File: config.mk
export PLATFORM = sky130hd
export DESIGN_NAME = i2cc_ctrl
export DESIGN_NICKNAME = d
export VERILOG_FILES = /design/src/pkg/i2cc_pkg.sv /design/src/logic/i2cc_sync.sv /design/src/logic/i2cc_ctrl.sv
export VERILOG_INCLUDE_DIRS = /design/src /design/src/pkg
export SDC_FILE = /design/constraint.sdc
export NUM_CORES = 1
export LEC_CHECK = 0
export BUFFER_PORTS_ARGS = -buffer_cell sky130_fd_sc_hd__buf_4
export CAP_MARGIN = 20
export CORE_ASPECT_RATIO = 2
export CORE_MARGIN = 1
export CORE_UTILIZATION = 60
export DETAILED_ROUTE_END_ITERATION = 6
export GPL_TIMING_DRIVEN = 0
export HOLD_SLACK_MARGIN = 0.08
export PLACE_DENSITY = 0.92
export SLEW_MARGIN = 10
export SYNTH_ARGS = -nofsm -noshare
export SYNTH_HDL_FRONTEND = slang
export SYNTH_SLANG_ARGS = --single-unit
File: constraint.sdc
create_clock -name clock -period 5.15 [get_ports clock]
set_input_delay 0.515 -clock clock [delete_from_list [all_inputs] [get_ports clock]]
set_output_delay 0.515 -clock clock [all_outputs]
set_load 0.005 [all_outputs]
File: src/pkg/i2cc_consts.svh
// constants for the two-wire bus controller
`ifndef I2CC_CONSTS_SVH
`define I2CC_CONSTS_SVH
`define I2CC_SYS_CLK_KHZ 40000
`define I2CC_SCL_KHZ 100
`define I2CC_CNT_W 16
`define I2CC_BASE_ADDR 16'h0010
`define I2CC_SYNC_INIT 5'h1F
`define I2CC_BIT_FIRST 4'h0
`define I2CC_BIT_LAST 4'h7
`define I2CC_BIT_ACK 4'h8
`define I2CC_BIT_PRE 4'hF
`endif

File: src/pkg/i2cc_pkg.sv
// types for the two-wire bus controller
`include "i2cc_consts.svh"
package i2cc_pkg;
  typedef enum logic [1:0] {H_IDLE, H_ADDR, H_XFER, H_ACK} i2cc_host_st_t;
  typedef enum logic [3:0] {
    M_IDLE, M_START, M_LOW, M_HIGH, M_HOLD, M_STOP1, M_STOP2, M_RS1, M_RS2
  } i2cc_mst_st_t;
  typedef struct packed {
    i2cc_host_st_t hs;
    i2cc_mst_st_t ms;
    logic [`I2CC_CNT_W-1:0] cnt;
    logic [3:0] bitcnt;
    logic [7:0] rx_sh;
    logic [7:0] rx_byte;
    logic [7:0] tx_byte;
    logic [7:0] dout;
    logic dout_oe;
    logic active;
    logic addr_ph;
    logic is_master;
    logic addressed;
    logic xmit;
    logic rw_bit;
    logic rx_nack;
    logic busy;
    logic byte_done;
    logic go;
    logic arb_flag;
    logic hit_flag;
    logic sda_drv;
    logic scl_p;
    logic sda_p;
  } i2cc_state_t;
endpackage

File: src/logic/i2cc_sync.sv
// three-stage input synchroniser with agreement filter
`timescale 1ns/1ps
module i2cc_sync #(
  parameter int W = 5,
  parameter logic [W-1:0] INIT = '1
) (
  input wire logic clock,
  input wire logic reset_n,
  input wire logic [W-1:0] async_in,
  output logic [W-1:0] stable
);
  typedef struct packed {
    logic [W-1:0] s1;
    logic [W-1:0] s2;
    logic [W-1:0] s3;
    logic [W-1:0] q;
  } i2cc_sync_state_t;

  i2cc_sync_state_t st_reg;
  i2cc_sync_state_t st_next;

  // s1 feeds s2 only; a bit moves once s2 and s3 agree
  always_comb begin
    st_next = st_reg;
    st_next.s1 = async_in;
    st_next.s2 = st_reg.s1;
    st_next.s3 = st_reg.s2;
    st_next.q = (st_reg.s2 & st_reg.s3) | (st_reg.q & (st_reg.s2 ^ st_reg.s3)); // RULE24
  end

  always_ff @(posedge clock or negedge reset_n) begin
    if (!reset_n) begin
      st_reg <= {INIT, INIT, INIT, INIT};
    end else begin
      st_reg <= st_next;
    end
  end

  assign stable = st_reg.q;
endmodule

File: src/logic/i2cc_ctrl.sv
// two-wire bus controller: host strobe port plus master/slave byte engine
`timescale 1ns/1ps
`include "i2cc_consts.svh"
// Overview of operation
// RULE1 - start is data falling while clock high; detected here as start
// RULE2 - stop is data rising while clock high; detected here as stop
// RULE3 - data changes only while clock is low, stable during clock high
// RULE4 - each byte is eight data bits plus one acknowledge, nine clocks
// RULE5 - bits go out and come in most significant first
// RULE6 - transmitter releases data in acknowledge slot, accepting receiver pulls low
// RULE7 - master transmitter ends with stop when slave does not acknowledge
// RULE8 - master receiver not acknowledging ends slave transmitter, which releases data
// RULE9 - first byte is seven-bit address plus direction, one means read
// RULE10 - only matching slave answers, pulling data low in ninth clock
// RULE11 - master can issue repeated start, frees bus only with stop
// RULE12 - lost arbitration flags the host and falls back to slave
// RULE13 - own address called flags the host and enters slave operation
// RULE14 - software picks acknowledge or not-acknowledge when receiving
// RULE15 - bus free when both lines high, busy from start to stop
// RULE16 - host drives low address strobe when its address is valid
// RULE17 - host drives low data strobe for write data or read turnaround
// RULE18 - host drives direction high to read, low to write
// RULE19 - transfer acknowledge low once read data valid or write data taken
// RULE20 - pending events reach host on a low interrupt request
// RULE21 - byte-done clears during a byte, sets on ninth clock falling
// RULE22 - clock divider yields 100 kHz, recomputed from system clock rate
// RULE23 - both strobes negated after acknowledge drops acknowledge, back to idle
// RULE24 - serial lines are synchronised before any edge or condition detection
module i2cc_ctrl
  import i2cc_pkg::*;
#(
  parameter int CLK_KHZ = `I2CC_SYS_CLK_KHZ,
  parameter int SCL_KHZ = `I2CC_SCL_KHZ,
  parameter logic [15:0] BASE_ADDR = `I2CC_BASE_ADDR
) (
  input wire logic clock,
  input wire logic reset_n,
  input wire logic scl_in,
  output logic scl_out,
  output logic scl_oe,
  input wire logic sda_in,
  output logic sda_out,
  output logic sda_oe,
  input wire logic [23:0] host_addr,
  input wire logic [7:0] host_data_in,
  output logic [7:0] host_data_out,
  output logic host_data_oe,
  input wire logic address_strobe_n,
  input wire logic data_strobe_n,
  input wire logic read_write,
  output logic transfer_ack_n,
  output logic irq_n,
  output logic byte_done_flag,
  input wire logic master_sel,
  input wire logic repeat_start,
  input wire logic ack_disable,
  input wire logic [6:0] own_addr,
  input wire logic irq_enable,
  input wire logic flag_clear,
  output logic bus_busy,
  output logic master_mode,
  output logic slave_addressed,
  output logic slave_read,
  output logic arb_lost,
  output logic addressed_hit,
  output logic rx_nack
);
  // half of one serial clock period; scales with the system clock rate
  localparam int HALF = CLK_KHZ / (2 * SCL_KHZ); // RULE22
  localparam logic [`I2CC_CNT_W-1:0] HALF_M1 = `I2CC_CNT_W'(HALF - 1);
  localparam i2cc_state_t RESET_ST = '{hs: H_IDLE, ms: M_IDLE, scl_p: 1'b1, sda_p: 1'b1, default: '0};

  i2cc_state_t st_reg;
  i2cc_state_t st_next;
  logic [4:0] sync_q;
  logic scl_s;
  logic sda_s;
  logic as_s;
  logic ds_s;
  logic rw_s;
  logic rise;
  logic fall;
  logic start_det;
  logic stop_det;
  logic arb_hit;
  logic half_done;

  // strobes and serial lines all come from other clock domains
  i2cc_sync #(.W(5), .INIT(`I2CC_SYNC_INIT)) u_sync (
    .clock(clock),
    .reset_n(reset_n),
    .async_in({scl_in, sda_in, address_strobe_n, data_strobe_n, read_write}),
    .stable(sync_q)
  );
  assign {scl_s, sda_s, as_s, ds_s, rw_s} = sync_q; // RULE24

  assign rise = scl_s & ~st_reg.scl_p;
  assign fall = ~scl_s & st_reg.scl_p;
  assign start_det = scl_s & st_reg.scl_p & st_reg.sda_p & ~sda_s; // RULE1
  assign stop_det = scl_s & st_reg.scl_p & ~st_reg.sda_p & sda_s; // RULE2
  // a released one bit read back as zero means another master won
  assign arb_hit = st_reg.is_master & st_reg.active & st_reg.xmit & rise & ~st_reg.bitcnt[3] &
                   ~st_reg.sda_drv & ~sda_s; // RULE12
  assign half_done = (st_reg.cnt == HALF_M1);

  always_comb begin
    st_next = st_reg;
    st_next.scl_p = scl_s;
    st_next.sda_p = sda_s;
    // clear first so that a flag set in the same cycle survives
    if (flag_clear) begin
      st_next.arb_flag = 1'b0;
      st_next.hit_flag = 1'b0;
    end

    // byte engine, shared by master and slave operation
    if (start_det) begin
      st_next.busy = 1'b1; // RULE15
      st_next.active = 1'b1;
      st_next.addr_ph = 1'b1;
      st_next.bitcnt = `I2CC_BIT_PRE;
      st_next.addressed = 1'b0;
      st_next.xmit = st_reg.is_master;
      st_next.byte_done = 1'b0;
      st_next.rx_nack = 1'b0;
      // a master keeps data low until the clock has fallen
      st_next.sda_drv = st_reg.is_master; // RULE3
    end else if (stop_det) begin
      st_next.busy = 1'b0; // RULE15
      st_next.active = 1'b0;
      st_next.addressed = 1'b0;
      st_next.sda_drv = 1'b0;
    end else if (st_reg.active && rise && !st_reg.bitcnt[3]) begin
      st_next.rx_sh = {st_reg.rx_sh[6:0], sda_s}; // RULE5
      if (st_reg.bitcnt == `I2CC_BIT_FIRST) begin
        st_next.byte_done = 1'b0; // RULE21
      end
    end else if (st_reg.active && rise && st_reg.bitcnt == `I2CC_BIT_ACK) begin
      st_next.rx_nack = st_reg.xmit & sda_s;
      if (!st_reg.is_master && st_reg.xmit && sda_s) begin
        st_next.xmit = 1'b0; // RULE8
      end
    end else if (st_reg.active && fall) begin
      if (st_reg.bitcnt == `I2CC_BIT_PRE) begin
        st_next.bitcnt = `I2CC_BIT_FIRST;
      end else if (st_reg.bitcnt == `I2CC_BIT_LAST) begin
        st_next.bitcnt = `I2CC_BIT_ACK; // RULE4
        if (st_reg.addr_ph) begin
          st_next.rw_bit = st_reg.rx_sh[0]; // RULE9
          if (!st_reg.is_master && st_reg.rx_sh[7:1] == own_addr) begin
            st_next.addressed = 1'b1; // RULE10
            st_next.hit_flag = 1'b1; // RULE13
          end else if (!st_reg.is_master) begin
            st_next.active = 1'b0;
          end
        end else if (!st_reg.xmit) begin
          st_next.rx_byte = st_reg.rx_sh;
        end
      end else if (st_reg.bitcnt == `I2CC_BIT_ACK) begin
        st_next.bitcnt = `I2CC_BIT_FIRST;
        st_next.addr_ph = 1'b0;
        if (st_reg.is_master || st_reg.addressed) begin
          st_next.byte_done = 1'b1; // RULE21
        end
        if (st_reg.addr_ph) begin
          st_next.xmit = st_reg.is_master ? ~st_reg.rw_bit : st_reg.rw_bit; // RULE9
        end
      end else begin
        st_next.bitcnt = st_reg.bitcnt + 4'h1;
      end
      // the line for the coming bit is set just after the clock fell
      if (st_next.bitcnt == `I2CC_BIT_ACK) begin
        st_next.sda_drv = ~st_next.xmit & (st_next.is_master | st_next.addressed) &
                          (st_reg.addr_ph | ~ack_disable); // RULE6 RULE14
      end else begin
        st_next.sda_drv = st_next.xmit & (st_next.is_master | st_next.addressed) &
                          ~st_reg.tx_byte[~st_next.bitcnt[2:0]]; // RULE3 RULE5
      end
    end

    // master clock generator
    if (arb_hit) begin
      st_next.ms = M_IDLE; // RULE12
      st_next.is_master = 1'b0;
      st_next.arb_flag = 1'b1;
      st_next.cnt = '0;
    end else begin
      unique case (st_reg.ms)
        M_IDLE: begin
          st_next.cnt = '0;
          if (master_sel && st_reg.go && !st_reg.busy && scl_s && sda_s) begin
            st_next.ms = M_START; // RULE15
            st_next.is_master = 1'b1;
            st_next.go = 1'b0;
          end
        end
        M_START: begin
          st_next.cnt = half_done ? '0 : st_reg.cnt + 1'b1;
          if (half_done) begin
            st_next.ms = M_LOW; // RULE1
          end
        end
        M_LOW: begin
          st_next.cnt = half_done ? '0 : st_reg.cnt + 1'b1;
          if (half_done) begin
            st_next.ms = M_HIGH; // RULE22
          end
        end
        M_HIGH: begin
          // another master pulling the clock low shortens our high phase
          if (fall) begin
            st_next.ms = M_LOW;
            st_next.cnt = '0;
          end else if (scl_s) begin
            st_next.cnt = half_done ? '0 : st_reg.cnt + 1'b1;
            if (half_done) begin
              st_next.ms = (st_reg.bitcnt == `I2CC_BIT_ACK) ? M_HOLD : M_LOW;
            end
          end
        end
        M_HOLD: begin
          // clock held low until the host decides how to continue
          st_next.cnt = '0;
          if (st_reg.byte_done) begin
            if (st_reg.rx_nack || !master_sel) begin
              st_next.ms = M_STOP1; // RULE7
              // a stale data bit left driving would block the stop forever
              st_next.sda_drv = 1'b0;
            end else if (repeat_start && st_reg.go) begin
              st_next.ms = M_RS1; // RULE11
              st_next.go = 1'b0;
              st_next.sda_drv = 1'b0;
            end else if (st_reg.go) begin
              st_next.ms = M_LOW;
              st_next.go = 1'b0;
              // first bit was picked at the ninth fall, before the host loaded this byte
              st_next.sda_drv = st_reg.xmit & ~st_reg.tx_byte[7]; // RULE3 RULE5
            end
          end
        end
        M_STOP1: begin
          st_next.cnt = half_done ? '0 : st_reg.cnt + 1'b1;
          if (half_done) begin
            st_next.ms = M_STOP2;
          end
        end
        M_STOP2: begin
          if (scl_s) begin
            st_next.cnt = half_done ? '0 : st_reg.cnt + 1'b1;
            if (half_done) begin
              st_next.ms = M_IDLE; // RULE2 RULE11
              st_next.is_master = 1'b0;
            end
          end
        end
        M_RS1: begin
          st_next.cnt = half_done ? '0 : st_reg.cnt + 1'b1;
          if (half_done) begin
            st_next.ms = M_RS2;
          end
        end
        M_RS2: begin
          if (scl_s) begin
            st_next.cnt = half_done ? '0 : st_reg.cnt + 1'b1;
            if (half_done) begin
              st_next.ms = M_START; // RULE11
            end
          end
        end
      endcase
    end

    // host strobe port; last so that a host access wins over consumption
    unique case (st_reg.hs)
      H_IDLE: begin
        if (!as_s) begin
          st_next.hs = H_ADDR; // RULE16
        end
      end
      H_ADDR: begin
        if (as_s) begin
          st_next.hs = H_IDLE;
        end else if (!ds_s && host_addr[23:8] == BASE_ADDR) begin
          st_next.hs = H_XFER; // RULE17
        end
      end
      H_XFER: begin
        st_next.hs = H_ACK;
        st_next.go = 1'b1;
        if (rw_s) begin
          st_next.dout = st_reg.rx_byte; // RULE18
          st_next.dout_oe = 1'b1;
        end else begin
          st_next.tx_byte = host_data_in;
        end
      end
      H_ACK: begin
        if (as_s && ds_s) begin
          st_next.hs = H_IDLE; // RULE23
          st_next.dout_oe = 1'b0;
        end
      end
    endcase
  end

  always_ff @(posedge clock or negedge reset_n) begin
    if (!reset_n) begin
      st_reg <= RESET_ST;
    end else begin
      st_reg <= st_next;
    end
  end

  // open-drain pins only ever pull low
  assign scl_out = 1'b0;
  assign sda_out = 1'b0;
  assign scl_oe = (st_reg.ms == M_LOW) | (st_reg.ms == M_HOLD) | (st_reg.ms == M_STOP1) |
                  (st_reg.ms == M_RS1);
  always_comb begin
    unique case (st_reg.ms)
      M_START, M_STOP1, M_STOP2: sda_oe = 1'b1; // RULE1 RULE2
      M_RS1, M_RS2: sda_oe = 1'b0; // RULE11
      default: sda_oe = st_reg.sda_drv;
    endcase
  end
  assign host_data_out = st_reg.dout;
  assign host_data_oe = st_reg.dout_oe;
  assign transfer_ack_n = ~(st_reg.hs == H_ACK); // RULE19
  assign irq_n = ~(irq_enable & (st_reg.byte_done | st_reg.arb_flag | st_reg.hit_flag)); // RULE20
  assign byte_done_flag = st_reg.byte_done;
  assign bus_busy = st_reg.busy;
  assign master_mode = st_reg.is_master;
  assign slave_addressed = st_reg.addressed;
  assign slave_read = st_reg.rw_bit;
  assign arb_lost = st_reg.arb_flag;
  assign addressed_hit = st_reg.hit_flag;
  assign rx_nack = st_reg.rx_nack;
endmodule

After elaboration in Yosys (flattened, before gate mapping)
Cells that the tools add are included.
{ "word_totals": {"out_inout_bits": 23, "input_bits": 51, "register_bits": 94, "word_cells": 332} }
{ "classes": {"mux": 132, "n_addsub": 2, "eq_ne": 57, "n_lt_le_gt_ge": 1, "n_reduce_logical": 59, "bitwise_logic": 53} }
{ "op_table": {"columns": ["op", "n"], "rows": [
  ["20-bit one-hot mux with 9 select lines", 1],
  ["20-bit 2-to-1 mux", 6],
  ["4-bit 2-to-1 mux", 25],
  ["8-bit 2-to-1 mux", 8],
  ["1-bit 2-to-1 mux", 61],
  ["3-bit inequality test (second input constant)", 16],
  ["3-bit 2-to-1 mux", 10],
  ["2-bit 2-to-1 mux", 14],
  ["3-bit nonzero test", 9],
  ["8-bit AND reduction", 3],
  ["3-bit by 2-bit inequality test with 1-bit output (second input constant)", 7],
  ["1-bit NOT", 21],
  ["1-bit bitwise AND", 20],
  ["4-bit by 3-bit equality test with 1-bit output (second input constant)", 5],
  ["3-bit AND reduction", 6],
  ["16-bit by 1-bit adder with 16-bit output (second input constant)", 1],
  ["16-bit by 5-bit equality test with 1-bit output (second input constant)", 1],
  ["16-bit by 8-bit equality test with 1-bit output (second input constant)", 1],
  ["4-bit equality test (second input constant)", 4],
  ["16-bit 2-to-1 mux", 1],
  ["1-bit logical AND", 14],
  ["2-bit inequality test (second input constant)", 7],
  ["13-bit AND reduction", 1],
  ["6-bit inequality test (second input constant)", 2],
  ["33 further kinds", 60]
]} }

Logic depth before layout (Yosys ltp)
{ "logic_depth": {"ltp_word": 26, "depth_mapped": 9} }

Modules after synthesis
A second synthesis with hierarchy kept.
{ "unflattened": {"hier_cells": 452, "hier_area_um2": 4783.3} }
{ "modules_own_cells": {"columns": ["module", "cells_each", "area_each_um2", "seq_area_each_um2", "n_inst"], "rows": [
  ["i2cc_ctrl", 417, 4120.2, 1854.3, 1],
  ["i2cc_sync", 35, 663.1, 525.5, 1]
]} }

Least setup slack after synthesis
OpenSTA, ideal clock, no wires.
{ "synth_timing": {"path_type": "register -> register", "start": "register st_reg[1] (netlist bit)", "end": "register st_reg[2] (netlist bit)", "path_buffers": 2, "slack_ns": 3.013, "arrival_ns": 2.055, "stages_incl_launch_ff": 9, "path_cell_list": "dfstp_2 > buf_4 > and2b_1 > buf_4 > nand3_2 > or4_4 > nand2_1 > or3b_1 > a31oi_1"} }
{ "synth_lines": {"columns": ["item", "line_no", "rtl"], "rows": [
  ["start: declaration", "i2cc_ctrl.sv:73", "i2cc_state_t st_reg;"],
  ["start signal: assignment", "i2cc_ctrl.sv:310", "st_reg <= st_next;"]
]} }

Final worst setup path
{ "layout_timing": {"start": "register u_sync.st_reg, in the netlist u_sync.stable[4]", "end": "register st_reg[58] (netlist bit)"} }
{ "layout_between": {"elab_chain_cells": 7} }
{ "layout_lines": {"columns": ["item", "line_no", "rtl"], "rows": [
  ["start: declaration", "i2cc_sync.sv:19", "i2cc_sync_state_t st_reg;"],
  ["start signal: assignment", "i2cc_sync.sv:33", "st_reg <= {INIT, INIT, INIT, INIT};"],
  ["start signal: assignment", "i2cc_sync.sv:35", "st_reg <= st_next;"],
  ["1-bit bitwise AND", "i2cc_ctrl.sv:97", "assign rise = scl_s & ~st_reg.scl_p;"],
  ["1-bit bitwise AND (3 in a row)", "i2cc_ctrl.sv:102", "assign arb_hit = st_reg.is_master & st_reg.active & st_reg.xmit & rise & ~st_reg.bitcnt[3] &"],
  ["1-bit bitwise AND", "i2cc_ctrl.sv:103", "~st_reg.sda_drv & ~sda_s;"],
  ["4-bit by 3-bit inequality test with 1-bit output (no source line) or 3-bit by 2-bit inequality test with 1-bit output (tied branches)", null, null],
  ["3-bit AND reduction (no source line)", null, null]
]} }
Several ways; a longest one is shown, not always the timed one.
A chain may end at the register's enable or synchronous reset.

==> run metrics <==
I/O pin total 74; Hold-fix buffers, CTS 0; area of the multi-input gates 2060 sq um; crit path setup slack, layout 2.70 ns; Power Total 2.66 mW; # fillers about 540; # nets final 561; IR drop worst, VDD 350 uV; worst-path maximum fanout 10; Post-Place Cells between 500 and 600; most common cell after layout, fill and taps aside buf_4; gpl congestion 0.884; switching power about 0.94 mW; setup_tns 0 ns; Synth Cell Area 4620 sq um; Fin Clk Skew about 0.011 ns; Critical Path End st_reg[58]; warning count from the yosys run 0; total track usage 29.1%; Post-CTS Repair Setup Buffers 0; minimum clock period about 2.5 ns; period utilization 47.7%; WS Path Type reg -> reg; clock sinks 94; worst-skew pair later-pin latency around 0.35 ns; WP data arrival approximately 2.7 ns; sequential share of the synthesized area between 50 and 60%; htree depth 3; CP cell instances nor4bb_1 -> nand4_1 -> o211ai_1 -> nor2_1 -> nor2_1 -> buf_2 -> nor2_1; Leak Pwr 2.51 nW; Clock Pin Slew Worst Setup and Hold Paths 0.06 ns; Internal Power 1.72 mW; drt drc 0; WHS between 0.2 and 0.25 ns; Core Rows 45; Post-synth EDFFs 0; DIE HEIGHT 126 microns; Worst-Margin Slew 0.817 ns; # resized after CTS 0; first-pass GRT wire length 18000 microns; First DRT Iteration DRCs 379; Syn Inst Count about 430; Yosys reg bits 94; critical path's slowest cell dfstp_2; R2R setup slack 2.70 ns; TritonRoute pass-1 iters 5; commonest cells after routing, fill and taps aside buf_4 (74), dfrtp_1 (72), nand2_1 (37); Non-Filler Instances approximately 600; via/cell ratio 6.07; met1 usage 31.0%; dpl cell area 5220 sq um; DRT antenna net count 0; CP most frequent cell nor2_1; power share of the clock group 23.6%; Yosys top cell by area dfrtp_1; total CTS buffers 9; Storage cell area ~2400 sq um; GR Overflow Total 0; via count 3651; outcome finished clean; reg2reg start u_sync.stable[4]; CP Launch Point u_sync.stable[4]; max-slew violations 0; ys flop type dfrtp_1; ant diodes 0; gr busiest metal met2; relative slew slack about 46%; Placement Setup Slack 2.77 ns; fin util between 70 and 80%; final wirelength ~11000 microns; initial core utilization between 60% and 70%; Yosys cell types a little under 60; die width 64.1 microns; setup violators final 0; initial antenna violation count 0; largest net degree at the start of global routing 95; Placeable Area 7540 sq um; clk root buf clkbuf_16; reg2reg path depth 7; synth top area cells dfrtp_1 (39%), dfstp_2 (13%), mux2_2 (8.3%), xnor2_1 (4.2%), nand2_1 (3.0%); Final Hold Fails 0; power share of the combinational group a little over a third; ys async rst share 100%; CP Capture Type flop; FMAX roughly 400 MHz; Largest register FFs 56; max-cap violations 0; FF-to-FF End st_reg[58]; Worst Path Required 5.37 ns; Area Growth Syn to Fin 19.0%; Worst path max stage delay 0.55 ns; met2 usage 52.9%; CTS tree done; switching fraction of total power between 30% and 40%; HP Class in -> async; die footprint 8080 sq um; share of cells above drive strength 1 31.2%; Seq pwr share 41.1%; RSZ-0062 raised after global routing no; Syn Area/Cell 10.8 sq um; startpoint class of the critical path flop; vias in the first global route 3923; HPWL after detailed placement 7690 microns; Power Density 482 nW/um^2; drt wl/cell roughly 18 microns; # port buffers 63; CTS max path bufs 2; cell area after layout approximately 5500 sq um; area share of the largest cell type after synthesis 39.0%; met3 GRT Util 5.16%
final cells by class:
type,count,area share [%]
Clock inverter,6,0.795
Sequential cell,94,43.2
Multi-Input combinational cell,298,37.5
Timing Repair Buffer,63,8.66
Inverter,12,0.818
Buffer,24,2.52
Tap cell,94,2.14
Clock buffer,10,4.34
critical path: cells and delay by family (launching register included):
| family | cells | cell delay, ns |
|---|---|---|
| compound gates | 1 | 0.28 |
| buf+inv | 1 | 0.25 |
| flops | 1 | 0.55 |
| simple gates | 5 | 1.25 |
worst min path at each step:
stage                            endpoint  slack (ns)  cells after the start
5_1_grt                u_sync.st_next[10]        0.26                      1
3_5_place_dp            u_sync.st_next[9]        0.35                      0
6_report                       st_reg[63]        0.24                      1
3_3_place_gp            u_sync.st_next[9]        0.35                      0
2_1_floorplan  asynchronous set/reset pin        0.22                      0
4_1_cts                u_sync.st_next[10]        0.26                      1
power by group through the flow:
stage	Sequential (mW)	Clock (mW)	Combinational, mW
3_5_place_dp	1.10	0	0.922
4_1_cts	1.09	0.636	0.935
2_1_floorplan	1.04	0	0.658
3_3_place_gp	1.08	0	0.881
5_1_grt	1.11	0.667	1.03
6_report	1.09	0.628	0.937
cells in the mapped netlist, types with 3 or more instances:
cell / instances
a21oi_1: 21
xnor2_1: 22
dfrtp_1: 72
nor2_1: 31
nor2b_1: 5
mux2_2: 34
nand4_1: 8
nand3_1: 13
buf_2: 3
buf_4: 12
nor3_1: 13
nand2b_1: 6
nor4b_1: 3
nor4_1: 5
a21o_1: 8
or4_1: 3
nor4bb_1: 3
dfstp_2: 22
inv_1: 12
a31oi_1: 4
clkbuf_1: 9
nor3b_1: 6
ha_1: 8
nand2_1: 37
o21ai_0: 15
xor2_1: 3
o211ai_1: 6
kinds of logic after synthesis:
group,Yosys count,share of synthesized area (%)
XOR/XNOR,25,4.73
multiplexers,37,9.47
other,1,0.0811
buffers and inverters,36,3.98
adder cells (fa/ha/maj),8,2.16
AO/OA/AOI/OAI,71,9.74
flip-flops,94,51.5
AND/OR/NAND/NOR,155,18.4
per-layer routing:
| layer | vias to the layer above | wire (microns) |
|---|---|---|
| li1 | 1672 | - |
| met1 | 1770 | 3730 |
| met2 | 174 | 6090 |
| met3 | 35 | 507 |
| met4 | 0 | 388 |
| met5 | - | 0 |
No activity file was read; power rests on OpenSTA's default activity.
